<file path="src/design/esq_pkg.sv">
// Shared constants of the engine state qualifier
package esq_pkg;
   // ----------------------------------------------------------
   // Widths
   // ----------------------------------------------------------
   localparam int ADDR_W  = 8;
   localparam int DATA_W  = 32;
   localparam int STRB_W  = 4;
   localparam int VAL_W   = 16;
   localparam int NUM_THR = 8;
   localparam int STATE_W = 9;
   localparam int CTRL_W  = 2;
   localparam int IDX_W   = 6;

   // ----------------------------------------------------------
   // Register byte offsets
   // ----------------------------------------------------------
   localparam logic [ADDR_W-1:0] OFF_CTRL     = 8'h00;
   localparam logic [ADDR_W-1:0] OFF_THR_BASE = 8'h04;
   localparam logic [ADDR_W-1:0] OFF_THR_LAST = 8'h20;
   localparam logic [ADDR_W-1:0] OFF_STATE    = 8'h24;
   localparam logic [ADDR_W-1:0] OFF_IRQ_STAT = 8'h28;
   localparam logic [ADDR_W-1:0] OFF_IRQ_MASK = 8'h2C;
   localparam logic [IDX_W-1:0]  THR_IDX_BASE = 6'h01;

   // ----------------------------------------------------------
   // Threshold table indices (one word each)
   // ----------------------------------------------------------
   localparam int TH_SPEED      = 0;
   localparam int TH_SLOW_ACC   = 1;
   localparam int TH_FAST_ACC   = 2;
   localparam int TH_SLOW_DEC   = 3;
   localparam int TH_FAST_DEC   = 4;
   localparam int TH_THR_CLOSED = 5;
   localparam int TH_WIDE_OPEN  = 6;
   localparam int TH_MAP_OVR    = 7;

   // Threshold reset values, index 7 first
   localparam logic [NUM_THR-1:0][VAL_W-1:0] THR_RESET = {
      16'h0000, 16'h03E2, 16'h000A, 16'h0190,
      16'h0064, 16'h0190, 16'h0064, 16'h0000};

   // ----------------------------------------------------------
   // Control bits and state bit positions
   // ----------------------------------------------------------
   localparam int CTRL_SPEED_GATE = 0;
   localparam int CTRL_VALVE_WIDE = 1;
   localparam logic [CTRL_W-1:0] CTRL_RESET = 2'h0;

   localparam int ST_SPEED_HIGH   = 0;
   localparam int ST_SLOW_ACC     = 1;
   localparam int ST_FAST_ACC     = 2;
   localparam int ST_SLOW_DEC     = 3;
   localparam int ST_FAST_DEC     = 4;
   localparam int ST_TPS_CLOSED   = 5;
   localparam int ST_WIDE_OPEN    = 6;
   localparam int ST_OVERRUN      = 7;
   localparam int ST_IDLING       = 8;

   // ----------------------------------------------------------
   // Bus responses
   // ----------------------------------------------------------
   localparam logic [1:0] RESP_OKAY   = 2'h0;
   localparam logic [1:0] RESP_SLVERR = 2'h2;
endpackage

</file>
<file path="src/design/esq_axil_slave.sv">
// AXI4-Lite slave front end turning bus transfers into register strobes
`timescale 1ns/1ns
`default_nettype none
module esq_axil_slave (
   // Clock and reset
   input  wire logic                       clk,
   input  wire logic                       rst,
   // AXI4-Lite
   input  wire logic [esq_pkg::ADDR_W-1:0] awaddr,
   input  wire logic                       awvalid,
   output logic                            awready,
   input  wire logic [esq_pkg::DATA_W-1:0] wdata,
   input  wire logic [esq_pkg::STRB_W-1:0] wstrb,
   input  wire logic                       wvalid,
   output logic                            wready,
   output logic [1:0]                      bresp,
   output logic                            bvalid,
   input  wire logic                       bready,
   input  wire logic [esq_pkg::ADDR_W-1:0] araddr,
   input  wire logic                       arvalid,
   output logic                            arready,
   output logic [esq_pkg::DATA_W-1:0]      rdata,
   output logic [1:0]                      rresp,
   output logic                            rvalid,
   input  wire logic                       rready,
   // Register side
   output logic                            wrEn,
   output logic [esq_pkg::ADDR_W-1:0]      wrAddr,
   output logic [esq_pkg::DATA_W-1:0]      wrData,
   output logic [esq_pkg::STRB_W-1:0]      wrStrb,
   input  wire logic                       wrOk,
   output logic                            rdEn,
   output logic [esq_pkg::ADDR_W-1:0]      rdAddr,
   input  wire logic [esq_pkg::DATA_W-1:0] rdData,
   input  wire logic                       rdOk
);
   import esq_pkg::*;

   typedef struct packed {
      logic              awHave;
      logic [ADDR_W-1:0] awAddr;
      logic              wHave;
      logic [DATA_W-1:0] wData;
      logic [STRB_W-1:0] wStrb;
      logic              bValid;
      logic [1:0]        bResp;
      logic              rValid;
      logic [DATA_W-1:0] rData;
      logic [1:0]        rResp;
   } esq_slv_s;

   esq_slv_s s_r;
   esq_slv_s s_nxt;

   // Ports from the state; rdEn and rdAddr come from the AR channel
   assign awready = !s_r.awHave && !s_r.bValid;
   assign wready  = !s_r.wHave && !s_r.bValid;
   assign arready = !s_r.rValid;
   assign bvalid  = s_r.bValid;
   assign bresp   = s_r.bResp;
   assign rvalid  = s_r.rValid;
   assign rdata   = s_r.rData;
   assign rresp   = s_r.rResp;
   assign wrEn    = s_r.awHave && s_r.wHave && !s_r.bValid;
   assign wrAddr  = s_r.awAddr;
   assign wrData  = s_r.wData;
   assign wrStrb  = s_r.wStrb;
   assign rdEn    = arvalid && !s_r.rValid;
   assign rdAddr  = araddr;

   // Channel handshakes
   always_comb begin
      s_nxt = s_r;
      if (awvalid && awready) begin
         s_nxt.awHave = 1'b1;
         s_nxt.awAddr = awaddr;
      end
      if (wvalid && wready) begin
         s_nxt.wHave = 1'b1;
         s_nxt.wData = wdata;
         s_nxt.wStrb = wstrb;
      end
      if (wrEn) begin
         s_nxt.awHave = 1'b0;
         s_nxt.wHave  = 1'b0;
         s_nxt.bValid = 1'b1;
         s_nxt.bResp  = wrOk ? RESP_OKAY : RESP_SLVERR;
      end else if (s_r.bValid && bready) begin
         s_nxt.bValid = 1'b0;
      end
      if (rdEn) begin
         s_nxt.rValid = 1'b1;
         s_nxt.rData  = rdData;
         s_nxt.rResp  = rdOk ? RESP_OKAY : RESP_SLVERR;
      end else if (s_r.rValid && rready) begin
         s_nxt.rValid = 1'b0;
      end
   end

   // State register
   always_ff @(posedge clk) begin
      if (rst) begin
         s_r <= '0;
      end else begin
         s_r <= s_nxt;
      end
   end
endmodule
`default_nettype wire

</file>
<file path="src/design/esq_compare.sv">
// Threshold comparators producing the raw engine state bits
`timescale 1ns/1ns
`default_nettype none
module esq_compare (
   // Sensor values
   input  wire logic        [esq_pkg::VAL_W-1:0]                      vehicleSpeed,
   input  wire logic        [esq_pkg::VAL_W-1:0]                      throttlePosition,
   input  wire logic        [esq_pkg::VAL_W-1:0]                      manifoldPressure,
   input  wire logic signed [esq_pkg::VAL_W-1:0]                      engineSpeedRate,
   // Thresholds
   input  wire logic [esq_pkg::NUM_THR-1:0][esq_pkg::VAL_W-1:0]       thr,
   // Result
   output logic [esq_pkg::STATE_W-1:0]                                state
);
   import esq_pkg::*;

   logic signed [VAL_W:0] rateX;
   assign rateX = {engineSpeedRate[VAL_W-1], engineSpeedRate};

   // Signed rate against the two accel and two decel limits
   for (genvar g = 0; g < 4; g++) begin : g_rate
      logic signed [VAL_W:0] lim;
      assign lim = $signed({1'b0, thr[TH_SLOW_ACC+g]});
      if (g < 2) begin : g_acc
         assign state[ST_SLOW_ACC+g] = rateX > lim;
      end else begin : g_dec
         assign state[ST_SLOW_ACC+g] = rateX < -lim;
      end
   end

   // Unsigned sensor thresholds
   assign state[ST_SPEED_HIGH] = vehicleSpeed > thr[TH_SPEED];
   assign state[ST_TPS_CLOSED] = throttlePosition < thr[TH_THR_CLOSED];
   assign state[ST_WIDE_OPEN]  = throttlePosition > thr[TH_WIDE_OPEN];
   assign state[ST_OVERRUN]    = manifoldPressure < thr[TH_MAP_OVR];
   assign state[ST_IDLING]     = state[ST_TPS_CLOSED] && !state[ST_OVERRUN];
endmodule
`default_nettype wire

</file>
<file path="src/design/esq_core.sv">
// Engine state qualifier top: state flags, consumer gating, registers
//
// Register access over AXI4-Lite and the register addresses were left to the implementer.
`timescale 1ns/1ns
`default_nettype none
module esq_core (
   // Clock and reset
   input  wire logic                              clk,
   input  wire logic                              rst,
   // Conditioned sensor inputs
   input  wire logic                              sampleValid,
   input  wire logic        [esq_pkg::VAL_W-1:0]  vehicleSpeed,
   input  wire logic        [esq_pkg::VAL_W-1:0]  throttlePosition,
   input  wire logic        [esq_pkg::VAL_W-1:0]  manifoldPressure,
   input  wire logic signed [esq_pkg::VAL_W-1:0]  engineSpeedRate,
   // Consumer gating
   output logic                                   closedLoopIdleEn,
   output logic                                   idleTimingEn,
   output logic                                   idleFuelTableEn,
   output logic                                   overrunCutEn,
   output logic                                   idleValveOpenFullThrottle,
   output logic [esq_pkg::STATE_W-1:0]            engineState,
   // Interrupt
   output logic                                   irq,
   // AXI4-Lite
   input  wire logic [esq_pkg::ADDR_W-1:0]        awaddr,
   input  wire logic                              awvalid,
   output logic                                   awready,
   input  wire logic [esq_pkg::DATA_W-1:0]        wdata,
   input  wire logic [esq_pkg::STRB_W-1:0]        wstrb,
   input  wire logic                              wvalid,
   output logic                                   wready,
   output logic [1:0]                             bresp,
   output logic                                   bvalid,
   input  wire logic                              bready,
   input  wire logic [esq_pkg::ADDR_W-1:0]        araddr,
   input  wire logic                              arvalid,
   output logic                                   arready,
   output logic [esq_pkg::DATA_W-1:0]             rdata,
   output logic [1:0]                             rresp,
   output logic                                   rvalid,
   input  wire logic                              rready
);
   import esq_pkg::*;

   // ----------------------------------------------------------
   // State
   // ----------------------------------------------------------
   typedef struct packed {
      logic [CTRL_W-1:0]              ctrl;
      logic [NUM_THR-1:0][VAL_W-1:0]  thr;
      logic [STATE_W-1:0]             state;
      logic [STATE_W-1:0]             status;
      logic [STATE_W-1:0]             mask;
      logic                           clIdle;
      logic                           idleTiming;
      logic                           idleFuel;
      logic                           overrunCut;
      logic                           valveOpen;
      logic                           irq;
   } esq_core_s;

   esq_core_s s_r;
   esq_core_s s_nxt;

   // Bus side strobes
   logic                wrEn;
   logic [ADDR_W-1:0]   wrAddr;
   logic [DATA_W-1:0]   wrData;
   logic [STRB_W-1:0]   wrStrb;
   logic                wrOk;
   logic                rdEn;
   logic [ADDR_W-1:0]   rdAddr;
   logic [DATA_W-1:0]   rdData;
   logic                rdOk;
   logic [STATE_W-1:0]  rawState;

   // Merge written byte lanes into a 16-bit field
   function automatic logic [VAL_W-1:0] mergeLanes(
      input logic [VAL_W-1:0]  old,
      input logic [DATA_W-1:0] data,
      input logic [STRB_W-1:0] strb
   );
      logic [VAL_W-1:0] res;
      res = old;
      if (strb[0]) begin
         res[7:0] = data[7:0];
      end
      if (strb[1]) begin
         res[15:8] = data[15:8];
      end
      return res;
   endfunction

   // True when an address falls in the threshold table
   function automatic logic isThr(input logic [ADDR_W-1:0] a);
      return (a >= OFF_THR_BASE) && (a <= OFF_THR_LAST) && (a[1:0] == 2'h0);
   endfunction

   // ----------------------------------------------------------
   // Submodules
   // ----------------------------------------------------------
   esq_axil_slave u_slave (
      .clk     (clk),
      .rst     (rst),
      .awaddr  (awaddr),
      .awvalid (awvalid),
      .awready (awready),
      .wdata   (wdata),
      .wstrb   (wstrb),
      .wvalid  (wvalid),
      .wready  (wready),
      .bresp   (bresp),
      .bvalid  (bvalid),
      .bready  (bready),
      .araddr  (araddr),
      .arvalid (arvalid),
      .arready (arready),
      .rdata   (rdata),
      .rresp   (rresp),
      .rvalid  (rvalid),
      .rready  (rready),
      .wrEn    (wrEn),
      .wrAddr  (wrAddr),
      .wrData  (wrData),
      .wrStrb  (wrStrb),
      .wrOk    (wrOk),
      .rdEn    (rdEn),
      .rdAddr  (rdAddr),
      .rdData  (rdData),
      .rdOk    (rdOk)
   );

   esq_compare u_compare (
      .vehicleSpeed     (vehicleSpeed),
      .throttlePosition (throttlePosition),
      .manifoldPressure (manifoldPressure),
      .engineSpeedRate  (engineSpeedRate),
      .thr              (s_r.thr),
      .state            (rawState)
   );

   // ----------------------------------------------------------
   // Read decode
   // ----------------------------------------------------------
   always_comb begin
      logic [IDX_W-1:0] idx;
      idx    = rdAddr[ADDR_W-1:2] - THR_IDX_BASE;
      rdData = '0;
      rdOk   = 1'b1;
      if (rdAddr == OFF_CTRL) begin
         rdData[CTRL_W-1:0] = s_r.ctrl;
      end else if (isThr(rdAddr)) begin
         rdData[VAL_W-1:0] = s_r.thr[idx[2:0]];
      end else if (rdAddr == OFF_STATE) begin
         rdData[STATE_W-1:0] = s_r.state;
      end else if (rdAddr == OFF_IRQ_STAT) begin
         rdData[STATE_W-1:0] = s_r.status;
      end else if (rdAddr == OFF_IRQ_MASK) begin
         rdData[STATE_W-1:0] = s_r.mask;
      end else begin
         rdOk = 1'b0;
      end
   end

   // Write address check
   assign wrOk = (wrAddr == OFF_CTRL) || isThr(wrAddr) || (wrAddr == OFF_STATE)
                 || (wrAddr == OFF_IRQ_STAT) || (wrAddr == OFF_IRQ_MASK);

   // ----------------------------------------------------------
   // Next state
   // ----------------------------------------------------------
   always_comb begin
      logic [IDX_W-1:0]   idx;
      logic [STATE_W-1:0] st;
      logic [STATE_W-1:0] clr;
      logic [STATE_W-1:0] evt;
      logic               rateQuiet;
      logic               speedOk;
      logic               idleBase;
      idx       = wrAddr[ADDR_W-1:2] - THR_IDX_BASE;
      st        = s_r.state;
      clr       = '0;
      evt       = '0;
      rateQuiet = 1'b1;
      speedOk   = 1'b1;
      idleBase  = 1'b0;
      s_nxt     = s_r;

      // Register writes
      if (wrEn) begin
         if (wrAddr == OFF_CTRL && wrStrb[0]) begin
            s_nxt.ctrl = wrData[CTRL_W-1:0];
         end else if (isThr(wrAddr)) begin
            s_nxt.thr[idx[2:0]] = mergeLanes(s_r.thr[idx[2:0]], wrData, wrStrb);
         end else if (wrAddr == OFF_IRQ_STAT) begin
            clr[7:0] = wrStrb[0] ? wrData[7:0] : 8'h00;
            clr[8]   = wrStrb[1] & wrData[8];
         end else if (wrAddr == OFF_IRQ_MASK) begin
            if (wrStrb[0]) begin
               s_nxt.mask[7:0] = wrData[7:0];
            end
            if (wrStrb[1]) begin
               s_nxt.mask[8] = wrData[8];
            end
         end
      end

      // All flags refresh together on each update
      if (sampleValid) begin
         st  = rawState;
         evt = rawState ^ s_r.state;
      end
      s_nxt.state = st;

      // Consumer gating from the refreshed flags
      rateQuiet = !(st[ST_SLOW_ACC] || st[ST_FAST_ACC]
                    || st[ST_SLOW_DEC] || st[ST_FAST_DEC]);
      speedOk   = !(s_nxt.ctrl[CTRL_SPEED_GATE] && st[ST_SPEED_HIGH]);
      idleBase  = st[ST_TPS_CLOSED] && speedOk;
      s_nxt.clIdle     = idleBase && rateQuiet && !st[ST_OVERRUN];
      s_nxt.idleTiming = idleBase;
      s_nxt.idleFuel   = idleBase;
      s_nxt.overrunCut = st[ST_TPS_CLOSED] && st[ST_OVERRUN]
                         && !st[ST_FAST_DEC] && !st[ST_FAST_ACC];
      s_nxt.valveOpen  = s_nxt.ctrl[CTRL_VALVE_WIDE] && st[ST_WIDE_OPEN];

      // Sticky change events, set beats clear
      s_nxt.status = (s_r.status & ~clr) | evt;
      s_nxt.irq    = |(s_nxt.status & s_nxt.mask);
   end

   // State register
   always_ff @(posedge clk) begin
      if (rst) begin
         s_r      <= '0;
         s_r.ctrl <= CTRL_RESET;
         s_r.thr  <= THR_RESET;
      end else begin
         s_r <= s_nxt;
      end
   end

   // ----------------------------------------------------------
   // Outputs
   // ----------------------------------------------------------
   assign closedLoopIdleEn          = s_r.clIdle;
   assign idleTimingEn              = s_r.idleTiming;
   assign idleFuelTableEn           = s_r.idleFuel;
   assign overrunCutEn              = s_r.overrunCut;
   assign idleValveOpenFullThrottle = s_r.valveOpen;
   assign engineState               = s_r.state;
   assign irq                       = s_r.irq;
endmodule
`default_nettype wire

</file>
<file path="config.mk">
export PLATFORM = sky130hd
export DESIGN_NAME = esq_core
export DESIGN_NICKNAME = d
export VERILOG_FILES = /design/src/design/esq_pkg.sv /design/src/design/esq_axil_slave.sv /design/src/design/esq_compare.sv /design/src/design/esq_core.sv
export SDC_FILE = /design/constraint.sdc
export NUM_CORES = 1
export LEC_CHECK = 0
export ABC_AREA = 1
export BUFFER_PORTS_ARGS = -buffer_cell sky130_fd_sc_hd__buf_2
export CORE_MARGIN = 5
export CORE_UTILIZATION = 45
export CTS_BUF_LIST = sky130_fd_sc_hd__clkbuf_16
export DETAILED_ROUTE_END_ITERATION = 8
export GPL_TIMING_DRIVEN = 0
export PLACE_DENSITY_LB_ADDON = 0.15
export SYNTH_ARGS = -nofsm -noshare
export SYNTH_HDL_FRONTEND = slang
export SYNTH_SLANG_ARGS = --single-unit
</file>
<file path="constraint.sdc">
create_clock -name clk -period 8.45 [get_ports clk]
set_input_delay 1.2675 -clock clk [delete_from_list [all_inputs] [get_ports clk]]
set_output_delay 1.2675 -clock clk [all_outputs]
set_load 0.03 [all_outputs]
</file>
== After elaboration in Yosys (flattened, before gate mapping) ==
Index checks and enable logic that the tools add are counted.
Word-level totals
  flip-flop bits (word level): 212
  bits of input ports: 124
  output and inout bits: 56
  logic and storage cells: 161
Operators by class
  add/subtract/negate cells: 4
  magnitude comparators: 15
  eq/ne operators: 6
  mux-type cells: 51
  bitwise logic cells: 7
  reductions and logical operators: 50
Operators by type and width (number)
  two-way mux 128 bit: 2
  two-way mux 130 bit: 1
  bitwise mux 128 bit: 1
  two-way mux 9 bit: 14
  binary-select mux 16 bit (select 3 bit): 2
  two-way mux 8 bit: 11
  demux 16 bit (select 3 bit): 1
  equality test 8 x 6 -> 1 bit, second input constant: 6
  two-way mux 16 bit: 3
  > comparator 16 x 17 -> 1 bit: 2
  less-than comparator 16 x 17 -> 1 bit: 2
  negator 16 -> 17 bit: 2
  > comparator 16 bit: 2
  less-than comparator 16 bit: 2
  logical AND 1 bit: 24
  AND 9 bit: 2
  >= comparator 8 x 3 -> 1 bit, second input constant: 2
  <= comparator 8 x 6 -> 1 bit, second input constant: 2
  zero test 8 bit: 2
  two-way mux 14 bit: 1
  zero test 1 bit: 10
  two-way mux 1 bit: 10
  inverter 9 bit: 1
  bitwise OR 9 bit: 1
  14 further kinds: 27

== Logic depth before layout (Yosys ltp) ==
  depth after elaboration: 16
  gate-level depth with buffers: 29
  depth with buffers taken out: 29

== Cells and area by module ==
From an unflattened synthesis, not the netlist that was laid out.
Unflattened totals
  cells, all modules: 2590
  area total of the unflattened synthesis: 16906.2 um^2
Modules (own cells, without submodules)
  esq_core: instances 1, cells each 1403, area each 9004.9 um^2
  esq_compare: instances 1, cells each 640, area each 3990.1 um^2
  esq_axil_slave: instances 1, cells each 547, area each 3911.3 um^2

== Worst setup path before layout ==
OpenSTA, ideal clock, no wires.
  kind: input port to flip-flop
  start point: input port araddr[2] (netlist name)
  end point: register u_slave.s_r (netlist bit u_slave.rdata[2])
  library setup time: 0.132 ns
  arrival time: 3.114 ns
  data required time: 8.318 ns
  setup slack: 5.204 ns
  stages on the path: 13
  path buffers: 3
  cells stage by stage: clkinv_1 -> clkbuf_1 -> clkbuf_1 -> ha_1 -> inv_1 -> buf_1 -> a21oi_1 -> o21ai_0 -> a21oi_1 -> nor2_1 -> a21oi_1 -> o21ai_0 -> a21oi_1
On the way
  word-level cells in the longest chain between the ends: 6
  elaborated cells between the ends (all ways): 16
  those cells by class: add/sub: 1; order compare: 2; eq/ne: 3; mux: 7; reduce/logical: 3
Ends and longest elaborated chain
  start, declared: line esq_core.sv:36  | input wire logic [esq_pkg::ADDR_W-1:0] araddr,
  parallel branches: the longest is 5 deep, another holds subtractor 3 x 1 -> 3 bit
  two-way mux 14 bit (*): line esq_core.sv:151  | if (rdAddr == OFF_CTRL) begin
  end signal, assigned: line esq_axil_slave.sv:105  | s_r <= s_nxt;
  end, declared: line esq_axil_slave.sv:52  | esq_slv_s s_r;
Mark *: on every way between the ends. The select of a mux whose other input is x is not followed.
A chain may end at the register's enable or synchronous reset.

==> flow_summary.json <==
{
  "status": "complete, no violations",
  "vdd_ir_drop_max_mv": 0.134,
  "pwr-share-seq": 0.380,
  "timing.rr.end": "irq$_SDFF_PP0_",
  "postRouteWirelength_um": 63900,
  "die_h_um": 188,
  "dpl_cell_area_um2": 15500,
  "fp.dieArea_um2": 35300,
  "r2r.worst_path.cells": 26,
  "drc_errors": 0,
  "grt_setup_unrepaired": "false",
  "p_leak_nw": 7.44,
  "postSynthAreaPerCell_um2": 6.85,
  "hold_ws_ns": 0.467,
  "place.detailed.hpwl_um": 51400,
  "grt_pass1_wl_um": 92500,
  "synth_edf_count": 0,
  "hp-class": "reg2reg",
  "worstPathArrival_ns": 5.36,
  "final.min_clock_period_ns": 4.92,
  "antenna-diode-count": 0,
  "grt_use_total": 0.345,
  "clock_latency_ns": 0.56,
  "swShare": 0.333,
  "cts_hold_bufs": 0,
  "total_power_mw": 2.73,
  "cts-resized-gates": 0,
  "synthDistinctLibCells": 54,
  "setup_viol": 0,
  "final_cell_area_um2": 16400,
  "fin_nets": 2527,
  "worst_setup_endpoint": "irq$_SDFF_PP0_",
  "top_level_ports": 180,
  "commonest_cells_after_routing_fill_and_taps_aside": "sky130_fd_sc_hd__nand2_1, sky130_fd_sc_hd__a21oi_1, sky130_fd_sc_hd__o21ai_0",
  "filler_cell_count": 3272,
  "max_slew.worst_pin.slew_ns": 1.26,
  "fmaxAchievable_mhz": 203,
  "final_layout_size_suffix_gt1_frac": 0.128,
  "layout.cells.most_common": "sky130_fd_sc_hd__nand2_1",
  "cts_tree": "yes",
  "avgViaCountPerCell": 5.83,
  "clock-sinks": 210,
  "remaining_number_of_nets_flagged_by_the_antenna_check_after_routing": 0,
  "pwr-share-comb": 0.207,
  "mappedNetlistArea_um2": 14200,
  "power.share.clock": 0.412,
  "flop_to_flop_setup_slack_ns": 3.53,
  "cellPowerDensity_nw_per_um2": 167,
  "postSynthRegisterBits": 210,
  "floorplan.initialDensity": 0.453,
  "max-cap-violations": 0,
  "clock_path_buffers": 3,
  "critPathMaxFanout": 5,
  "core_um2": 31400,
  "timing.critical_path.required_ns": 8.89,
  "synth.yosys.warnings": 0,
  "critical_path_class": "reg2reg",
  "io_buffers": 142,
  "final_slew_viol_count": 0,
  "first_pass_iters": 6,
  "count_of_mapped_cells_out_of_synthesis": 2076,
  "wl_per_cell_um": 23.8,
  "setup_tns_ns": 0,
  "drtIter0Drc": 1929,
  "dr_total_vias": 15600,
  "timing.clock.skew_ns": 0.0252,
  "area_growth_pct": 15.0,
  "htree_levels": 1,
  "asyncSetResetFlopFracSynth": 0,
  "power.switching_mw": 0.910,
  "synth_sequential_area_ratio": 0.295,
  "placement_rows": 65,
  "finalWeightedCongestion": 1.02,
  "cts_root_buffer": "sky130_fd_sc_hd__clkbuf_16",
  "grt_start_max_net_pins": 14,
  "worstSetupEndpointType": "flip-flop",
  "timing.max_slew.rel_slack": 0.158,
  "grt_overflow": 0,
  "floorplan.die.width_um": 188,
  "internal_power_mw": 1.82,
  "tritoncts.num_buffers": 26,
  "start_kind": "flip-flop",
  "antenna_found_initial": 0,
  "via_count_of_the_first_global_routing_pass": 14700,
  "report.final.hold_viol_count": 0,
  "post-route-period-util": 0.582,
  "number_of_buffers_inserted_to_repair_setup_after_cts": 0,
  "ys_dominant_reg_cell": "sky130_fd_sc_hd__dfxtp_1",
  "worst_setup_hold_path_clk_slew_ns": 0.06
}
-- layer usage --
layer | GRT usage | part of all wire | wire [um]
met1 | 0.481 | 0.43 | 27400
met2 | 0.531 | 0.43 | 27200
met3 | 0.0665 | 0.10 | 6410
met4 | 0.134 | 0.045 | 2900
met5 | 0 | 0 | 0
-- final cells by class --
type / count / area, um2 / area share
Buffer: 132 / 709 / 0.0434
Clock buffer: 26 / 651 / 0.0398
Clock inverter: 22 / 200 / 0.0122
Inverter: 264 / 993 / 0.0607
Multi-Input combinational cell: 1487 / 8390 / 0.513
Sequential cell: 210 / 4200 / 0.257
Tap cell: 402 / 503 / 0.0308
Timing Repair Buffer: 142 / 711 / 0.0434
-- stage by stage --
stage / cells / setup WS [ns] / util
2_1_floorplan: 2093 / 5.20 / -
3_3_place_gp: 2637 / 3.45 / 0.494
3_5_place_dp: 2637 / 3.43 / 0.494
4_1_cts: 2685 / 3.76 / 0.521
5_1_grt: 2685 / 3.12 / 0.521
6_report: 2685 / 3.53 / 0.521
-- power groups by stage --
stage	Sequential (mW)	Combinational, mW	Clock (mW)
finish	1.04	0.567	1.13
detailed placement	1.06	0.548	0
floorplan	1.05	0.326	0
global route	1.04	0.604	1.17
global placement	1.06	0.543	0
CTS	1.04	0.550	1.13
-- cell families after synthesis --
logic type | after synthesis | synth area share
and+or+nand+nor | 624 | 0.189
adders and majority gates | 140 | 0.123
xor gates and xnor gates | 22 | 0.0135
AOI/OAI and AO/OA | 683 | 0.259
DFF | 210 | 0.295
other | 1 | 0.000264
buffers and inverters | 396 | 0.120
-- worst max-delay path, stage by stage (launching register included) --
cell and delay, ns:
sky130_fd_sc_hd__dfxtp_1 0.38, sky130_fd_sc_hd__inv_1 0.22, sky130_fd_sc_hd__ha_1 0.23, sky130_fd_sc_hd__nand2_1 0.09
sky130_fd_sc_hd__nor4_1 0.38, sky130_fd_sc_hd__nand2_1 0.25, sky130_fd_sc_hd__nor2_1 0.23, sky130_fd_sc_hd__nand3_1 0.17
sky130_fd_sc_hd__nor3_1 0.25, sky130_fd_sc_hd__nand4_1 0.19, sky130_fd_sc_hd__nor2_1 0.13, sky130_fd_sc_hd__ha_1 0.39
sky130_fd_sc_hd__a21o_1 0.24, sky130_fd_sc_hd__nor2_1 0.10, sky130_fd_sc_hd__nand2_1 0.18, sky130_fd_sc_hd__nor2_1 0.34
sky130_fd_sc_hd__nand2_1 0.12, sky130_fd_sc_hd__nand2_1 0.08, sky130_fd_sc_hd__nand3_1 0.07, sky130_fd_sc_hd__nand3_1 0.19
sky130_fd_sc_hd__nand2_1 0.07, sky130_fd_sc_hd__nand2_1 0.07, sky130_fd_sc_hd__nand2_1 0.05, sky130_fd_sc_hd__nor2_1 0.13
sky130_fd_sc_hd__nand3_1 0.12, sky130_fd_sc_hd__nand2_1 0.08, sky130_fd_sc_hd__inv_1 0.05
-- cell usage after synthesis (2+ instances only) --
library cell                instances  area share
sky130_fd_sc_hd__a31oi_1            6      0.0026
sky130_fd_sc_hd__nor4_1             5      0.0022
sky130_fd_sc_hd__a21oi_1          304        0.11
sky130_fd_sc_hd__a211oi_1           2      0.0011
sky130_fd_sc_hd__ha_1             140        0.12
sky130_fd_sc_hd__buf_6              2      0.0016
sky130_fd_sc_hd__buf_2             20      0.0070
sky130_fd_sc_hd__o32ai_2            6      0.0069
sky130_fd_sc_hd__nor3b_1            2      0.0011
sky130_fd_sc_hd__clkbuf_1          56       0.015
sky130_fd_sc_hd__nand4_1            9      0.0040
sky130_fd_sc_hd__o31ai_1            3      0.0016
sky130_fd_sc_hd__o221ai_1           9      0.0055
sky130_fd_sc_hd__nand2_1          350       0.092
sky130_fd_sc_hd__o211ai_1          10      0.0053
sky130_fd_sc_hd__xnor2_1            2      0.0012
sky130_fd_sc_hd__nor2_2             7      0.0031
sky130_fd_sc_hd__buf_4             46       0.024
sky130_fd_sc_hd__nand3_1           76       0.027
sky130_fd_sc_hd__inv_1            255       0.067
sky130_fd_sc_hd__nor3_1            17      0.0060
sky130_fd_sc_hd__a31o_2             2      0.0012
sky130_fd_sc_hd__nor2_1           133       0.035
sky130_fd_sc_hd__o21ai_1           12      0.0042
sky130_fd_sc_hd__buf_1              7      0.0018
sky130_fd_sc_hd__a21o_1             5      0.0026
sky130_fd_sc_hd__o2111ai_1          8      0.0049
sky130_fd_sc_hd__or2_2              2     0.00088
sky130_fd_sc_hd__clkinv_1           3     0.00079
sky130_fd_sc_hd__nor2_4             4      0.0032
sky130_fd_sc_hd__nor3_2             6      0.0042
sky130_fd_sc_hd__o21ai_0          283        0.10
sky130_fd_sc_hd__xor2_1            20       0.012
sky130_fd_sc_hd__nor3_4             4      0.0046
sky130_fd_sc_hd__inv_2              5      0.0013
sky130_fd_sc_hd__nand3b_1           3      0.0016
sky130_fd_sc_hd__o21bai_1           3      0.0016
sky130_fd_sc_hd__a21boi_2           2      0.0016
sky130_fd_sc_hd__dfxtp_1          210        0.30
sky130_fd_sc_hd__o22ai_1           19      0.0084
sky130_fd_sc_hd__o21a_1             5      0.0026
-- worst min-delay path by stage --
stage	from	to	slack, ns	cells past startpoint
after global placement	flip-flop	flip-flop	0.45	2
after detailed placement	u_slave.rdata[7]$_SDFFE_PP0P_	u_slave.rdata[7]$_SDFFE_PP0P_	0.46	2
after global routing	u_slave.rdata[6]$_SDFFE_PP0P_	u_slave.rdata[6]$_SDFFE_PP0P_	0.49	2
final	u_slave.rdata[7]$_SDFFE_PP0P_	u_slave.rdata[7]$_SDFFE_PP0P_	0.47	2
after floorplan	u_slave.wrData[0]$_SDFFE_PP0P_	u_slave.wrData[0]$_SDFFE_PP0P_	0.44	2
after CTS	u_slave.rdata[7]$_SDFFE_PP0P_	u_slave.rdata[7]$_SDFFE_PP0P_	0.47	2
Power figures use the tool's default switching activity.
